File: src/design/seg_disp_pkg.sv
/*
 * Shared constants and carriers for the segment display control block.
 * Assumes an 8-bit register port with one-cycle strobes on a single clock.
 */
package seg_disp_pkg;

    // ==========================================
    // Register byte addresses
    localparam logic [15:0] DISPLAY_CONTROL_ADDR = 16'h50a0;
    localparam logic [15:0] CONTRAST_ADJUST_ADDR = 16'h50a1;
    localparam logic [15:0] DRIVE_CLOCK_CONTROL_ADDR = 16'h50a2;
    localparam logic [15:0] VOLTAGE_REGULATOR_CONTROL_ADDR = 16'h50a3;
    localparam logic [15:0] VOLTAGE_BOOSTER_CONTROL_ADDR = 16'h50a4;
    localparam logic [15:0] INTERRUPT_MASK_ADDR = 16'h50a5;
    localparam logic [15:0] INTERRUPT_FLAGS_ADDR = 16'h50a6;

    // ==========================================
    // Field positions
    localparam int SEGMENT_ORDER_BIT = 7;
    localparam int COMMON_ORDER_BIT = 6;
    localparam int SCREEN_AREA_BIT = 5;
    localparam int IMAGE_INVERT_N_BIT = 4;
    localparam int DISPLAY_STATE_LSB = 0;
    localparam int CONTRAST_LSB = 0;
    localparam int FRAME_IRQ_BIT = 0;

    // ==========================================
    // Reset values
    localparam logic [7:0] DISPLAY_CONTROL_RESET = 8'hd0;
    localparam logic [3:0] CONTRAST_RESET = 4'h0;
    localparam logic [7:0] DRIVE_CLOCK_RESET = 8'h00;
    localparam logic [7:0] REGULATOR_RESET = 8'h00;
    localparam logic [7:0] BOOSTER_RESET = 8'h00;

    // ==========================================
    // Interrupt vector identity
    localparam logic [7:0] FRAME_IRQ_VECTOR = 8'h0a;
    localparam logic [7:0] FRAME_IRQ_VECTOR_OFFSET = 8'h28;

    // ==========================================
    // Display states
    typedef enum logic [1:0] {
        DISPLAY_OFF = 2'h0,
        DISPLAY_NORMAL = 2'h1,
        DISPLAY_ALL_ON = 2'h2,
        DISPLAY_ALL_OFF = 2'h3
    } display_state_t;

    // ==========================================
    // Register port carrier
    typedef struct packed {
        logic [15:0] addr;
        logic [7:0] wdata;
        logic wr;
        logic rd;
    } reg_req_t;

    // Steering toward the drive waveform generator
    typedef struct packed {
        logic segment_ascending;
        logic common_ascending;
        logic screen_area;
        logic invert;
        logic all_on;
        logic all_off_static;
        logic normal_image;
        logic drive_enable;
        logic [3:0] contrast_level;
    } drive_ctl_t;

endpackage

File: src/design/segment_display_control_irq.sv
/*
 * Register bank, display state steering and frame interrupt of a
 * segment/common display driver.
 * Assumes a same-clock register master, a one-cycle frame pulse from the
 * waveform timing logic, and a panel driver that obeys the steering word.
 */
// Behaviour
// RULE1 - Area-select bit picks screen area at 1/16
// RULE2 - Segment order: 1 ascending, 0 descending
// RULE3 - Common order: 1 ascending, 0 descending
// RULE4 - State code: off, normal, all-on, all-off
// RULE5 - State code resets to display off
// RULE6 - Display off stops feed, levels grounded
// RULE7 - All-on/all-off change waveform only
// RULE8 - Software keeps off until clock ready
// RULE9 - Sleep keeps state; software turns off
// RULE10 - Contrast field picks one of sixteen
// RULE11 - Contrast resets to lightest level
// RULE12 - Inversion bit zero inverts image
// RULE13 - Inversion ignored in all-off, kept all-on
// RULE14 - Flag set once per frame
// RULE15 - Enable zero blocks the request
// RULE16 - Request when flag and enable set
// RULE17 - Writing one clears the flag
// RULE18 - Software clears flag before enabling
// RULE19 - Frame interrupt uses vector ten
// RULE20 - Eight-bit registers at consecutive bytes
// RULE21 - Software writes zero to reserved bits
// RULE22 - New frame beats a same-cycle clear
`timescale 1ns/1ps

module segment_display_control_irq
    import seg_disp_pkg::*;
(
    // Clock and reset
    input wire logic clock_in,
    input wire logic rst_b_in,
    // Register port
    input wire logic [15:0] reg_addr_in,
    input wire logic [7:0] reg_wdata_in,
    input wire logic reg_wr_in,
    input wire logic reg_rd_in,
    output logic [7:0] reg_rdata_out,
    // Timing logic and mode inputs
    input wire logic frame_pulse_in,
    input wire logic duty_16_in,
    // Drive steering
    output drive_ctl_t drive_ctl_out,
    output logic [4:0] drive_level_ground_out,
    output logic regulator_feed_enable_out,
    // Interrupt controller
    output logic frame_irq_out,
    output logic [7:0] frame_irq_vector_out,
    output logic [7:0] frame_irq_vector_offset_out
);

    // ==========================================
    // State
    typedef struct packed {
        logic segment_order_select;
        logic common_order_select;
        logic screen_area_select;
        logic image_invert_n;
        display_state_t display_state_code;
        logic [3:0] contrast_level;
        logic [7:0] drive_clock_control;
        logic [7:0] voltage_regulator_control;
        logic [7:0] voltage_booster_control;
        logic frame_irq_enable;
        logic frame_irq_flag;
        logic [7:0] rdata;
        drive_ctl_t drive_ctl;
        logic feed_enable;
    } state_t;

    state_t state_reg; // Registered state
    state_t state_next; // Next-state copy
    reg_req_t req; // Bundled request

    // Register read mux shared by the read path
    function automatic logic [7:0] read_value(input state_t s, input logic [15:0] a);
        logic [7:0] v;
        v = 8'h00;
        case (a)
            DISPLAY_CONTROL_ADDR: begin
                v[SEGMENT_ORDER_BIT] = s.segment_order_select;
                v[COMMON_ORDER_BIT] = s.common_order_select;
                v[SCREEN_AREA_BIT] = s.screen_area_select;
                v[IMAGE_INVERT_N_BIT] = s.image_invert_n;
                v[DISPLAY_STATE_LSB +: 2] = s.display_state_code; // Reserved bits read 0
            end
            CONTRAST_ADJUST_ADDR: v[CONTRAST_LSB +: 4] = s.contrast_level;
            DRIVE_CLOCK_CONTROL_ADDR: v = s.drive_clock_control;
            VOLTAGE_REGULATOR_CONTROL_ADDR: v = s.voltage_regulator_control;
            VOLTAGE_BOOSTER_CONTROL_ADDR: v = s.voltage_booster_control;
            INTERRUPT_MASK_ADDR: v[FRAME_IRQ_BIT] = s.frame_irq_enable;
            INTERRUPT_FLAGS_ADDR: v[FRAME_IRQ_BIT] = s.frame_irq_flag;
            default: v = 8'h00; // Unmapped reads zero
        endcase
        return v;
    endfunction

    // ==========================================
    // Request bundling
    always_comb begin
        req.addr = reg_addr_in;
        req.wdata = reg_wdata_in;
        req.wr = reg_wr_in;
        req.rd = reg_rd_in;
    end

    // ==========================================
    // Next-state logic
    always_comb begin
        logic clear_hit;
        clear_hit = 1'b0;
        state_next = state_reg;
        // Register writes, eight-bit bytes at consecutive addresses
        if (req.wr) begin
            case (req.addr) // RULE20
                DISPLAY_CONTROL_ADDR: begin
                    state_next.segment_order_select = req.wdata[SEGMENT_ORDER_BIT];
                    state_next.common_order_select = req.wdata[COMMON_ORDER_BIT];
                    state_next.screen_area_select = req.wdata[SCREEN_AREA_BIT];
                    state_next.image_invert_n = req.wdata[IMAGE_INVERT_N_BIT];
                    state_next.display_state_code =
                        display_state_t'(req.wdata[DISPLAY_STATE_LSB +: 2]); // RULE4
                end
                CONTRAST_ADJUST_ADDR: begin
                    state_next.contrast_level = req.wdata[CONTRAST_LSB +: 4]; // RULE10
                end
                DRIVE_CLOCK_CONTROL_ADDR: state_next.drive_clock_control = req.wdata;
                VOLTAGE_REGULATOR_CONTROL_ADDR: begin
                    state_next.voltage_regulator_control = req.wdata;
                end
                VOLTAGE_BOOSTER_CONTROL_ADDR: state_next.voltage_booster_control = req.wdata;
                INTERRUPT_MASK_ADDR: state_next.frame_irq_enable = req.wdata[FRAME_IRQ_BIT];
                INTERRUPT_FLAGS_ADDR: clear_hit = req.wdata[FRAME_IRQ_BIT]; // RULE17
                default: clear_hit = 1'b0; // Unmapped writes ignored
            endcase
        end
        // Frame flag: set wins over a same-cycle clear
        if (frame_pulse_in) begin
            state_next.frame_irq_flag = 1'b1; // RULE14 RULE22
        end else if (clear_hit) begin
            state_next.frame_irq_flag = 1'b0; // RULE17
        end
        // Read data valid the cycle after the strobe only
        state_next.rdata = req.rd ? read_value(state_reg, req.addr) : 8'h00;
        // Drive steering derived from the current fields
        state_next.drive_ctl.segment_ascending = state_reg.segment_order_select; // RULE2
        state_next.drive_ctl.common_ascending = state_reg.common_order_select; // RULE3
        // Area select only meaningful at 1/16 duty
        state_next.drive_ctl.screen_area =
            duty_16_in & state_reg.screen_area_select; // RULE1
        state_next.drive_ctl.normal_image = state_reg.display_state_code == DISPLAY_NORMAL;
        // All-on/all-off act on waveform only; memory untouched
        state_next.drive_ctl.all_on = state_reg.display_state_code == DISPLAY_ALL_ON; // RULE7
        state_next.drive_ctl.all_off_static =
            state_reg.display_state_code == DISPLAY_ALL_OFF; // RULE7
        // Inversion suppressed only in all-off
        state_next.drive_ctl.invert = ~state_reg.image_invert_n &
            (state_reg.display_state_code != DISPLAY_ALL_OFF); // RULE12 RULE13
        state_next.drive_ctl.drive_enable =
            state_reg.display_state_code != DISPLAY_OFF; // RULE4
        state_next.drive_ctl.contrast_level = state_reg.contrast_level; // RULE10
        // Feed stops while off; sleep does not alter the code
        state_next.feed_enable = state_reg.display_state_code != DISPLAY_OFF; // RULE6 RULE9
    end

    // ==========================================
    // State register, synchronous reset
    always_ff @(posedge clock_in) begin
        if (!rst_b_in) begin
            state_reg <= '0;
            state_reg.segment_order_select <= DISPLAY_CONTROL_RESET[SEGMENT_ORDER_BIT];
            state_reg.common_order_select <= DISPLAY_CONTROL_RESET[COMMON_ORDER_BIT];
            state_reg.screen_area_select <= DISPLAY_CONTROL_RESET[SCREEN_AREA_BIT];
            state_reg.image_invert_n <= DISPLAY_CONTROL_RESET[IMAGE_INVERT_N_BIT];
            state_reg.display_state_code <= DISPLAY_OFF; // RULE5
            state_reg.contrast_level <= CONTRAST_RESET; // RULE11
            state_reg.drive_clock_control <= DRIVE_CLOCK_RESET;
            state_reg.voltage_regulator_control <= REGULATOR_RESET;
            state_reg.voltage_booster_control <= BOOSTER_RESET;
            state_reg.drive_ctl.segment_ascending <= DISPLAY_CONTROL_RESET[SEGMENT_ORDER_BIT];
            state_reg.drive_ctl.common_ascending <= DISPLAY_CONTROL_RESET[COMMON_ORDER_BIT];
        end else begin
            state_reg <= state_next;
        end
    end

    // ==========================================
    // Outputs
    assign reg_rdata_out = state_reg.rdata;
    assign drive_ctl_out = state_reg.drive_ctl;
    assign regulator_feed_enable_out = state_reg.feed_enable; // RULE6
    // All five levels grounded while off
    assign drive_level_ground_out = {5{~state_reg.feed_enable}}; // RULE6
    // Request only with flag and enable both set
    assign frame_irq_out = state_reg.frame_irq_flag & state_reg.frame_irq_enable; // RULE15 RULE16
    assign frame_irq_vector_out = FRAME_IRQ_VECTOR; // RULE19
    assign frame_irq_vector_offset_out = FRAME_IRQ_VECTOR_OFFSET; // RULE19

endmodule

File: config.mk
export PLATFORM = sky130hd
export DESIGN_NAME = segment_display_control_irq
export DESIGN_NICKNAME = d
export VERILOG_FILES = /design/src/design/seg_disp_pkg.sv /design/src/design/segment_display_control_irq.sv
export SDC_FILE = /design/constraint.sdc
export NUM_CORES = 1
export LEC_CHECK = 0
export BUFFER_PORTS_ARGS = -buffer_cell sky130_fd_sc_hd__buf_2
export CAP_MARGIN = 20
export CORE_MARGIN = 3
export CORE_UTILIZATION = 35
export DETAILED_ROUTE_END_ITERATION = 16
export GPL_TIMING_DRIVEN = 0
export PLACE_DENSITY_LB_ADDON = 0.05
export SYNTH_ARGS = -nofsm -noshare
export SYNTH_HDL_FRONTEND = slang
export SYNTH_SLANG_ARGS = --single-unit
File: constraint.sdc
create_clock -name clock_in -period 5.8 [get_ports clock_in]
set_input_delay 0.29 -clock clock_in [delete_from_list [all_inputs] [get_ports clock_in]]
set_output_delay 0.29 -clock clock_in [all_outputs]
set_load 0.02 [all_outputs]
==> impl.org, run 1 <==
** Critical path
- Data on the critical path arrives at its endpoint at 2.22 ns.
- The number of buffers and inverters on the critical path is 1.
- Type of destination of the critical path :: register
- Of all nets on the critical path, the largest fanout is 8.
- The cell family contributing the most delay on the critical path is simple AND/OR/NAND/NOR gates.
- The critical path in this run is classified as primary input to register.
- Slowest-stage cell, CP :: nand4_1
- Critical Path, Cell by Cell :: buf_2 -> or3_1 -> nor4b_2 -> nand4_1 -> mux2i_1
- Startpoint type of the worst setup path :: primary input
- Data required time of the worst path :: 6.03 ns
- On the worst path, the slowest cell contributes a delay of 0.67 ns.

** Timing
- Setup tns final :: 0 ns
- Setup repair after global routing left no endpoint under its margin.
- The worst path in the final design needs a cycle of 1.99 ns, including I/O delays and setup.
- Crit share post-route :: 0.344
- Final-report setup violation count :: 0
- Max Fclk :: 0.502 GHz
- Number of endpoints with negative hold slack in the final report :: 0
- At the pin with the least slew margin, the transition time is 0.723 ns.
- On the final layout, the worst clock skew is 0.00497 ns.
- Total count of max-transition violations in the final report :: 0
- Worst rel slew slack :: 0.517

** Synth
- The fraction of the mapped netlist area in compound gates was 0.0338.
- XOR/XNOR share of the synthesized area :: 0
- Synthesized-area fraction occupied by adder cells :: 0
- EDFF count, synth :: 0
- Fraction of the mapped netlist area in simple logic gates :: 0.178
- In this run the cell area of the synthesized design comes to 2590 µm².
- Commonest cells post-synth :: dfxtp_1 (56), mux2i_1 (43), nand2_1 (41)
- Multiplexer fraction of the synthesized cell area :: 0.201
- Main combinational cell family by area after synthesis :: multiplexers
- Proportion of synthesized chip area in sequential cells :: 0.432
- The most common cell in the synthesized netlist is dfxtp_1.
- Area fraction of the dominant cell type after synthesis :: 0.432
- Count of warnings emitted by yosys :: 0
- Of all flip-flops after synthesis, the portion carrying an async set or reset was 0.
- dfxtp_1 takes more of the synthesized area than any other cell.
- Mean area per synthesized cell :: 9.83 µm²
- Post-Synthesis Cells :: 264
- Most used flip-flop cell after synthesis :: dfxtp_1
- Largest cells by area after synthesis :: dfxtp_1 (43%), mux2i_1 (17%), buf_4 (12%)
- The synthesized design contains 56 register bits.
- Netlist cell types :: 38

** Place
- Port buffering added 54 buffers.
- After detailed placement, the design holds a cell count of 428.
- Final weighted congestion in routability-driven placement :: 0.737
- Summing all placed instances gives a cell area of 3040 µm².
- Post-DP HPWL :: 4350 µm

** GRT
- Overall fraction of global-route tracks in use :: 0.143
- Wire length of the first global-routing pass :: 9540 µm
- Number of global-route vias before repair :: 1804
- Entering global routing, the biggest net connects 17 pins.
- Number of antenna violations at the first check in global routing :: 0
- Global routing finished with a remaining overflow of 0.

** Clock tree
- Number of gates given a new drive strength after cts :: 0
- Number of H-tree levels :: 2
- The number of clock buffers added by TritonCTS is 5.
- Clock tree from TritonCTS :: yes
- Clock Latency Late Sink :: 0.31 ns
- Buffer cell driving the clock tree root :: clkbuf_8
- Post-CTS setup-driven buffer insertion count :: 0
- The clock drives 56 sinks.
- Clock Pin Slew Worst Setup and Hold Paths :: 0.10 ns
- Hold repair after CTS inserted 0 buffers.
- In this run the deepest clock path goes through 2 buffers.

** Floorplan
- Number of rows in the core area :: 30
- In this run the vertical extent of the chip is 92.1 µm.
- Die area :: 8480 µm²
- The total area inside the core boundary comes to 6980 µm².
- The die is 92.1 µm wide.
- The initial utilization of the core area, before any placement, comes to 0.372.
- # IOs :: 73

** Finish
- Filler cell count :: 696
- Diodes inserted :: 0
- Finished Cell Area :: 3130 µm²
- Number of cells in the finished layout apart from fillers :: 436
- The net count of the finished layout is 369.
- The area growth from synthesis to layout is 20.6%.
- Layout cell share with drive strength beyond 1 :: 0.338
- Flip-flop count of the largest register, all copies and words added :: 30

** Drt
- Drt via density :: 4.40
- Across all layers, the routed design uses 1919 vias.
- Post-route DRC :: 0
- After detailed routing, the average wire length per cell comes to 13.3 µm.
- Once detail routing completed, the nets flagged for antenna violations numbered 0.
- Wire length after detailed routing :: 5790 µm
- The detailed router finished its first iteration with 73 violations.
- First-pass iteration count of the detailed router :: 4

** Hold path
- Classification of the worst-slack hold path :: primary input to register

** Pwr
- The worst-case IR drop observed on VDD is 0.0869 mV.
- The analysis attributes to cell leakage a power of 1.45 nW.
- For this design the ratio of total power to cell area is 212 nW/µm².

** Flow run
- Across the run, the number of max-cap violations was 0.

** Outcome
- The run finished with clean final reports.
through the flow:
step | worst slack, ns | hold WS [ns] | power (mW) | utilization
floorplan | 3.77 | 0.377 | 0.433 | -
CTS | 3.82 | 0.218 | 0.672 | 0.448
detailed placement | 3.49 | 0.446 | 0.452 | 0.435
global route | 3.61 | 0.219 | 0.693 | 0.448
finish | 3.81 | 0.223 | 0.665 | 0.448
global placement | 3.50 | 0.440 | 0.452 | 0.435
report_power, final:
| group | total, mW | switching (mW) | leakage (nW) | internal [mW] |
|---|---|---|---|---|
| Clock | 0.222 | 0.126 | 0.0510 | 0.0957 |
| Combinational | 0.0583 | 0.0352 | 0.952 | 0.0231 |
| Sequential | 0.385 | 0.000375 | 0.451 | 0.385 |
| Total | 0.665 | 0.161 | 1.45 | 0.503 |
placed cells by master (no fill, tap or decap), types with 5 or more instances in the layout:
master     n
dfxtp_1   56
conb_1    16
buf_4     40
nand2_1   41
clkbuf_1   9
buf_2     54
nand2b_1   6
mux2i_1   43
clkbuf_8   6
nor2b_1    5
and2_1     7
inv_1      5
cells by family after synthesis:
kind of cell           count (synthesis)
and+or+nand+nor                       84
DFF                                   56
muxes                                 49
buffers and inverters                 59
other                                  2
AOI/OAI and AO/OA                     14
cell type report:
cell class | instances | area [µm²] | area share
repair buffers | 54 | 270 | 0.0863
clock inverters | 2 | 10.0 | 0.00320
multi-input cells | 163 | 1130 | 0.361
flip-flops and latches | 56 | 1120 | 0.358
plain buffers | 54 | 377 | 0.120
inverters | 5 | 18.8 | 0.00600
clock buffers | 6 | 82.6 | 0.0264
well taps | 96 | 120 | 0.0384
final timing paths:
path,start,to,slack [ns],cells past startpoint
worst max register to register,state_reg[42],reg_rdata_out[3],4.61,4
worst min-delay path,duty_16_in,drive_ctl_out[9],0.22,2
worst min register to register,state_reg[33],state_reg[33],0.46,2
worst max-delay path,reg_addr_in[9],state_reg[26],3.81,5
metal layers:
layer	up-vias	wire length, µm	global-route usage
met1	864	2900	0.202
li1	976	-	-
met5	-	0	0
met2	69	2380	0.216
met3	10	395	0.0312
met4	0	114	0.0470
Note: power is estimated with default switching activity, not from simulation.
==> inputs of run 2 (changes only) <==
==> constraint.sdc (replaced) <==
create_clock -name clock_in -period 2 [get_ports clock_in]
set_input_delay 0.1 -clock clock_in [delete_from_list [all_inputs] [get_ports clock_in]]
set_output_delay 0.1 -clock clock_in [all_outputs]
set_load 0.02 [all_outputs]
==> impl.org, run 2 (synthesized netlist as in run 1, its figures left out) <==
** Flow run
- The number of violations of the max-capacitance limit was 0 (unchanged).

** Clock tree
- The count of H-tree levels built during CTS is 2 (unchanged).
- The CTS buffer count was 5 (unchanged).
- Post-CTS setup-driven buffer insertion count :: 0 (unchanged)
- TritonCTS built the clock tree.
- Clock tree synthesis selected as its root buffer the cell clkbuf_8.
- Total number of clock tree sinks :: 56 (unchanged)
- The number of gates resized after cts came to 0 (unchanged).
- Clock Latency Late Sink :: 0.30 ns (about the same)
- Clock Pin Slew Worst Setup and Hold Paths :: 0.10 ns (about the same)
- CTS hold repair buffers :: 0 (unchanged)
- Maximum clock path buffer count :: 2 (unchanged)

** Floorplan
- The die extent in x was 92.1 µm (unchanged).
- The full die area came to 8480 µm² (unchanged).
- The floorplan row count is 30 (unchanged).
- Vert. Die Dim :: 92.1 µm (unchanged)
- The starting density of the core is 0.372 (unchanged).
- Area of the core :: 6980 µm² (unchanged)
- # IOs :: 73 (unchanged)

** Critical path
- Crit Path Class :: primary input to register
- Reg2Reg Launch Point :: state_reg[42]
- Depth of the worst register-to-register path :: 4 (unchanged)
- The critical path data arrival time was 1.87 ns (-0.35 ns).
- Critical Path Start :: reg_addr_in[10]
- Type of destination of the critical path :: register
- Data required time of the worst path :: 2.20 ns (-3.83 ns)
- Reg-to-reg setup timing slack :: 0.82 ns (-3.79 ns)
- Maximum fanout along the worst path :: 6 (-2)
- Startpoint type of the worst setup path :: primary input

** Drt
- The detailed-route via count was 1908 (-0.57%).
- First-pass iteration count of the detailed router :: 4 (unchanged)
- The antenna violation net count after detailed routing was 0 (unchanged).
- Post-route DRC :: 0 (unchanged)
- The total wirelength of the detailed-routed design is 5790 µm (about the same).
- The wire length per cell after detailed routing was 13.2 µm (-0.41%).
- The count of routing violations after the opening detailed-route iteration was 61 (-16%).
- The via-per-instance ratio is 4.36 (-1.0%).

** GRT
- The initial antenna violation count is 0 (unchanged).
- Overall fraction of global-route tracks in use :: 0.143 (unchanged)
- Number of global-route vias before repair :: 1804 (unchanged)
- Maximum number of pins on one net before global-route repair :: 17 (unchanged)
- The total congestion overflow after global routing came to 0 (unchanged).
- Wire length of the first global-routing pass :: 9540 µm (unchanged)

** Pwr
- The largest vdd supply drop was 0.251 mV (+190%).
- The switching power total was 0.468 mW (+190%).
- The combinational power share is 0.088 (about the same).
- The leakage power of the design was 1.46 nW (+0.57%).
- Power Dens Cells :: 613 nW/µm² (+190%)
- The switching part of the total was 0.243 (about the same).
- Clock network fraction of total power :: 0.333 (about the same)
- The cell internal power dissipation was 1.46 mW (+190%).
- Portion of total power attributed to sequential cells :: 0.579 (about the same)

** Timing
- Final critical-path required period :: 1.67 ns
- The slew at the pin with the worst max-slew slack came to 0.648 ns (-0.0744 ns).
- Worst hold slack across all endpoints :: 0.0358 ns (-0.187 ns)
- The relative slew slack is 0.568 (+0.0510).
- Worst Clk Skew :: 0.00445 ns (-0.000522 ns)
- Derived from the worst setup path, the maximum achievable clock frequency is 0.599 GHz.
- Dividing the final minimum period by the clock period gives 0.834.
- Setup tns final :: 0 ns (unchanged)
- Setup repair after global routing missed its margin :: no
- Number of endpoints with negative hold slack in the final report :: 0 (unchanged)
- The final-report setup violation count was 0 (unchanged).
- The total count of max-transition violations in the final report is 0 (unchanged).

** Finish
- Commonest cells after routing, fill and taps aside :: dfxtp_1 (56), buf_2 (54), mux2i_1 (43)
- The share of post-route cells with drive strength above 1 came to 0.342 (+0.00387).
- The net count reported at finish is 371 (+0.54%).
- The flip-flop count of the largest register after layout was 30 (unchanged).
- From synthesis to final layout, the design area changed by 21.2%.
- The post-layout instance area was 3150 µm² (+0.48%).
- Commonest non-fill, non-tap cell in the layout :: dfxtp_1
- The number of antenna diodes came to 0 (unchanged).

** Hold path
- The worst hold path belongs to the class primary input to register.
- Cell count of the worst hold path :: 2 (unchanged)
- Min-Delay Startpoint :: duty_16_in

** Place
- Number of I/O port buffers :: 54 (unchanged)
- The routability congestion estimate came to 0.737 (unchanged).
- Post-DP Area :: 3040 µm² (unchanged)
- The detailed placer's ending HPWL came to 4350 µm (unchanged).

** Outcome
- The run finished with clean final reports.
## run 2: cell count changes in the layout (fill, tap and decap cells not counted)
cell   before  now
buf_4      40   42
## run 2: final cells by class
type                            count  area, µm²
Buffer                             54        377
Clock buffer                        6       82.6
Clock inverter                      2       10.0
Fill cell                         692       3840
Inverter                            5       18.8
Multi-Input combinational cell    163       1130
Sequential cell                    56       1120
Tap cell                           96        120
Timing Repair Buffer               56        285
## run 2: worst paths after layout
check / endpoint
max: state_next[12]
min: drive_ctl_out[9]
max reg2reg: reg_rdata_out[3]
min reg2reg: state_reg[32]
## run 2: through the flow
step           setup slack [ns]  power, mW  instances   util
5_1_grt                   0.283       2.01        438  0.451
4_1_cts                   0.207       1.95        436  0.448
3_3_place_gp             -0.114       1.31        428  0.435
3_5_place_dp             -0.115       1.31        428  0.435
2_1_floorplan             0.164       1.26        278      -
6_report                  0.332       1.93        438  0.451
## run 2: power by group through the flow
stage | Sequential [mW] | Combinational [mW] | Clock (mW)
finish | 1.12 | 0.169 | 0.642
global route | 1.12 | 0.186 | 0.707
CTS | 1.12 | 0.169 | 0.664
detailed placement | 1.14 | 0.169 | 0
global placement | 1.14 | 0.169 | 0
floorplan | 1.14 | 0.113 | 0
## run 2: critical path, stage by stage
cell and delay [ns]:
buf_2 0.10, or4b_1 0.49, or4_1 0.43, buf_6 0.17
nor2_4 0.22, mux2_1 0.35
## run 2: routing by layer
metal / up-vias / routed length, µm / GRT usage
met3: 4 / 375 / 0.0312
li1: 983 / - / -
met4: 0 / 45 / 0.0470
met2: 66 / 2430 / 0.216
met1: 855 / 2940 / 0.202
met5: - / 0 / 0
==> inputs of run 3 (changes only) <==
==> constraint.sdc (replaced) <==
create_clock -name clock_in -period 1.51 [get_ports clock_in]
set_input_delay 0.0755 -clock clock_in [delete_from_list [all_inputs] [get_ports clock_in]]
set_output_delay 0.0755 -clock clock_in [all_outputs]
set_load 0.02 [all_outputs]
==> impl.org, run 3 (synthesized netlist as in run 1, its figures left out) <==
** Place
- The placement-stage cell area is 3050 µm² (+0.41%).
- Number of I/O port buffers :: 54 (unchanged)
- The post-placement setup slack came to -0.543 ns (-0.427 ns).
- Final weighted congestion in routability-driven placement :: 0.734 (-0.33%)
- Post-DP HPWL :: 4420 µm (+1.6%)

** Finish
- Finished Cell Area :: 3240 µm² (+3.0%)
- Flip-flop count of the largest register, all copies and words added :: 30 (unchanged)
- Commonest non-fill, non-tap cell in the layout :: dfxtp_1
- Commonest cells after routing, fill and taps aside :: dfxtp_1 (56), buf_2 (54), buf_4 (44)
- Filler cell count :: 676 (-2.3%)
- The net count reported at finish came to 374 (+0.81%).
- From synthesis to final layout, the design area changed by 24.9%.
- The share of post-route cells with drive strength above 1 is 0.359 (+0.0173).
- Diodes inserted :: 0 (unchanged)

** Clock tree
- Clock Latency Late Sink :: 0.31 ns (about the same)
- Maximum clock path buffer count :: 2 (unchanged)
- The CTS buffer count came to 5 (unchanged).
- Clock tree synthesis selected as its root buffer the cell clkbuf_8.
- The clock transition at the register clock pins on the worst setup and hold paths after CTS was 0.10 ns (about the same).
- The number of sinks on the clock net was 56 (unchanged).
- Number of H-tree levels :: 2 (unchanged)
- TritonCTS built the clock tree.

** Flow run
- The number of violations of the max-capacitance limit is 0 (unchanged).

** Critical path
- The critical path data arrival time came to 1.77 ns (-0.10 ns).
- Crit Path Class :: primary input to register
- Data required time of the worst path :: 1.75 ns (-0.45 ns)
- STA classifies the critical path startpoint as a primary input.
- The worst register-to-register path begins at state_reg[41].
- Type of destination of the critical path :: register
- Worst path max stage delay :: 0.51 ns (+0.02 ns)
- The number of buffers and inverters on the critical path came to 2 (unchanged).
- Worst reg2reg endpoint :: reg_rdata_out[2]
- Reg-to-reg setup timing slack :: 0.32 ns (-0.50 ns)
- Walking the worst path, the cells encountered are buf_6 -> or4b_1 -> or4_4 -> buf_12 -> nor2_8 -> mux2i_1.
- The worst-case reg-to-reg path depth came to 4 (unchanged).
- Maximum fanout along the worst path :: 8 (+2)
- In this design, the largest share of critical-path delay is due to simple AND/OR/NAND/NOR gates.
- Slowest-stage cell, CP :: or4_4

** Timing
- Setup repair after global routing missed its margin :: yes
- Total count of max-transition violations in the final report :: 0 (unchanged)
- Transition time at the pin with the least slew margin :: 0.648 ns (-0.0000486 ns)
- Max Fclk :: 0.652 GHz
- Of the available clock period, the critical path in the final layout requires 1.02.
- Final-report setup violation count :: 3 (+3)
- Worst rel slew slack :: 0.568 (about the same)
- Setup ws final :: -0.0235 ns (-0.355 ns)
- The final-report hold violation count came to 0 (unchanged).
- Worst Clk Skew :: 0.00620 ns (+0.00175 ns)
- Final critical-path required period :: 1.53 ns

** Drt
- The wire length per cell after detailed routing is 13.9 µm (+4.8%).
- Vias after detailed routing :: 1968 (+3.1%)
- First-pass iteration count of the detailed router :: 4 (unchanged)
- The antenna violation net count after detailed routing is 0 (unchanged).
- Drt via density :: 4.46 (+2.4%)
- The count of routing violations after the opening detailed-route iteration is 99 (+62%).
- The total wirelength of the detailed-routed design was 6110 µm (+5.5%).
- Post-route DRC :: 0 (unchanged)

** Floorplan
- Number of rows in the core area :: 30 (unchanged)
- The die span in y came to 92.1 µm (unchanged).
- # IOs :: 73 (unchanged)
- DIE WIDTH :: 92.1 µm (unchanged)
- The area of the core region was 6980 µm² (unchanged).
- Initial cell density of the core :: 0.372 (unchanged)
- The full die area is 8480 µm² (unchanged).

** GRT
- The total congestion overflow after global routing was 0 (unchanged).
- The initial antenna violation count was 0 (unchanged).
- Wire length of the first global-routing pass :: 9850 µm (+3.3%)
- Maximum number of pins on one net before global-route repair :: 18 (+1)
- Overall fraction of global-route tracks in use :: 0.149 (+0.00581)
- The via count of the first global-routing pass is 1866 (+3.4%).

** Outcome
- Violations in the final reports :: setup timing
- Run status :: finished, violations left

** Pwr
- The leakage power of the design came to 1.52 nW (+4.0%).
- The total power per unit cell area is 838 nW/µm² (+37%).
- The largest vdd supply drop was 0.435 mV (+73%).

** Hold path
- Cell count of the worst hold path :: 2 (unchanged)
- In this run the most critical hold path is launched from rst_b_in.
- Endpoint with the worst hold slack :: drive_ctl_out[11]
- The path class of the tightest hold or removal check is primary input to register.
run 3: how the worst max path moves through the flow:
stage	startpoint	to	cells past startpoint
final	reg_addr_in[10]	state_reg[32]	6
after global routing	reg_addr_in[10]	state_reg[32]	6
after CTS	reg_addr_in[10]	state_next[12]	5
after detailed placement	reg_addr_in[0]	state_reg[29]	5
after global placement	reg_addr_in[0]	state_reg[24]	5
after floorplan	reg_addr_in[2]	state_next[11]	6
run 3: what timing repair did:
action	4_1_cts	5_1_grt
setup endpoints to repair	24	24
pin swaps	3	1
buffers inserted	4	1
hold buffers	1	0
hold endpoints to repair	1	0
gates resized for setup	5	4
run 3: per-stage QoR:
step	setup TNS [ns]	cells	hold slack [ns]	total power, mW	utilization
floorplan	-5.12	278	0.163	1.66	-
global placement	-14.74	428	0.319	1.74	0.437
detailed placement	-15.08	428	0.324	1.74	0.437
CTS	-0.124	440	0.0192	2.74	0.462
global route	-0.876	441	0.0369	2.80	0.464
finish	-0.0391	441	0.0255	2.72	0.464
run 3: worst reg2reg max path, cell delays in order (launching register included):
cell	delay (ns)
dfxtp_1	0.32
mux2_2	0.26
a22oi_1	0.16
o21ai_0	0.15
and2_1	0.20
run 3: layout make-up:
cell class                      instances  area [µm²]  share of cell area
Multi-Input combinational cell        163        1160               0.357
Sequential cell                        56        1120               0.346
Buffer                                 53         373               0.115
Timing Repair Buffer                   60         340               0.105
Tap cell                               96         120              0.0371
Clock buffer                            5        68.8              0.0212
Clock inverter                          3        42.5              0.0131
Inverter                                5        18.8             0.00579
run 3: report_power, final:
part | internal, mW | switching, mW
registers | 1.48 | 0.00191
logic | 0.0947 | 0.139
clock network | 0.492 | 0.511
total | 2.06 | 0.652
run 3: metal layers:
layer	up-vias	global-route usage	wire length (µm)
met5	-	0	0
met4	0	0.0483	80
met3	8	0.0361	466
met2	85	0.228	2600
met1	889	0.205	2970
li1	986	-	-
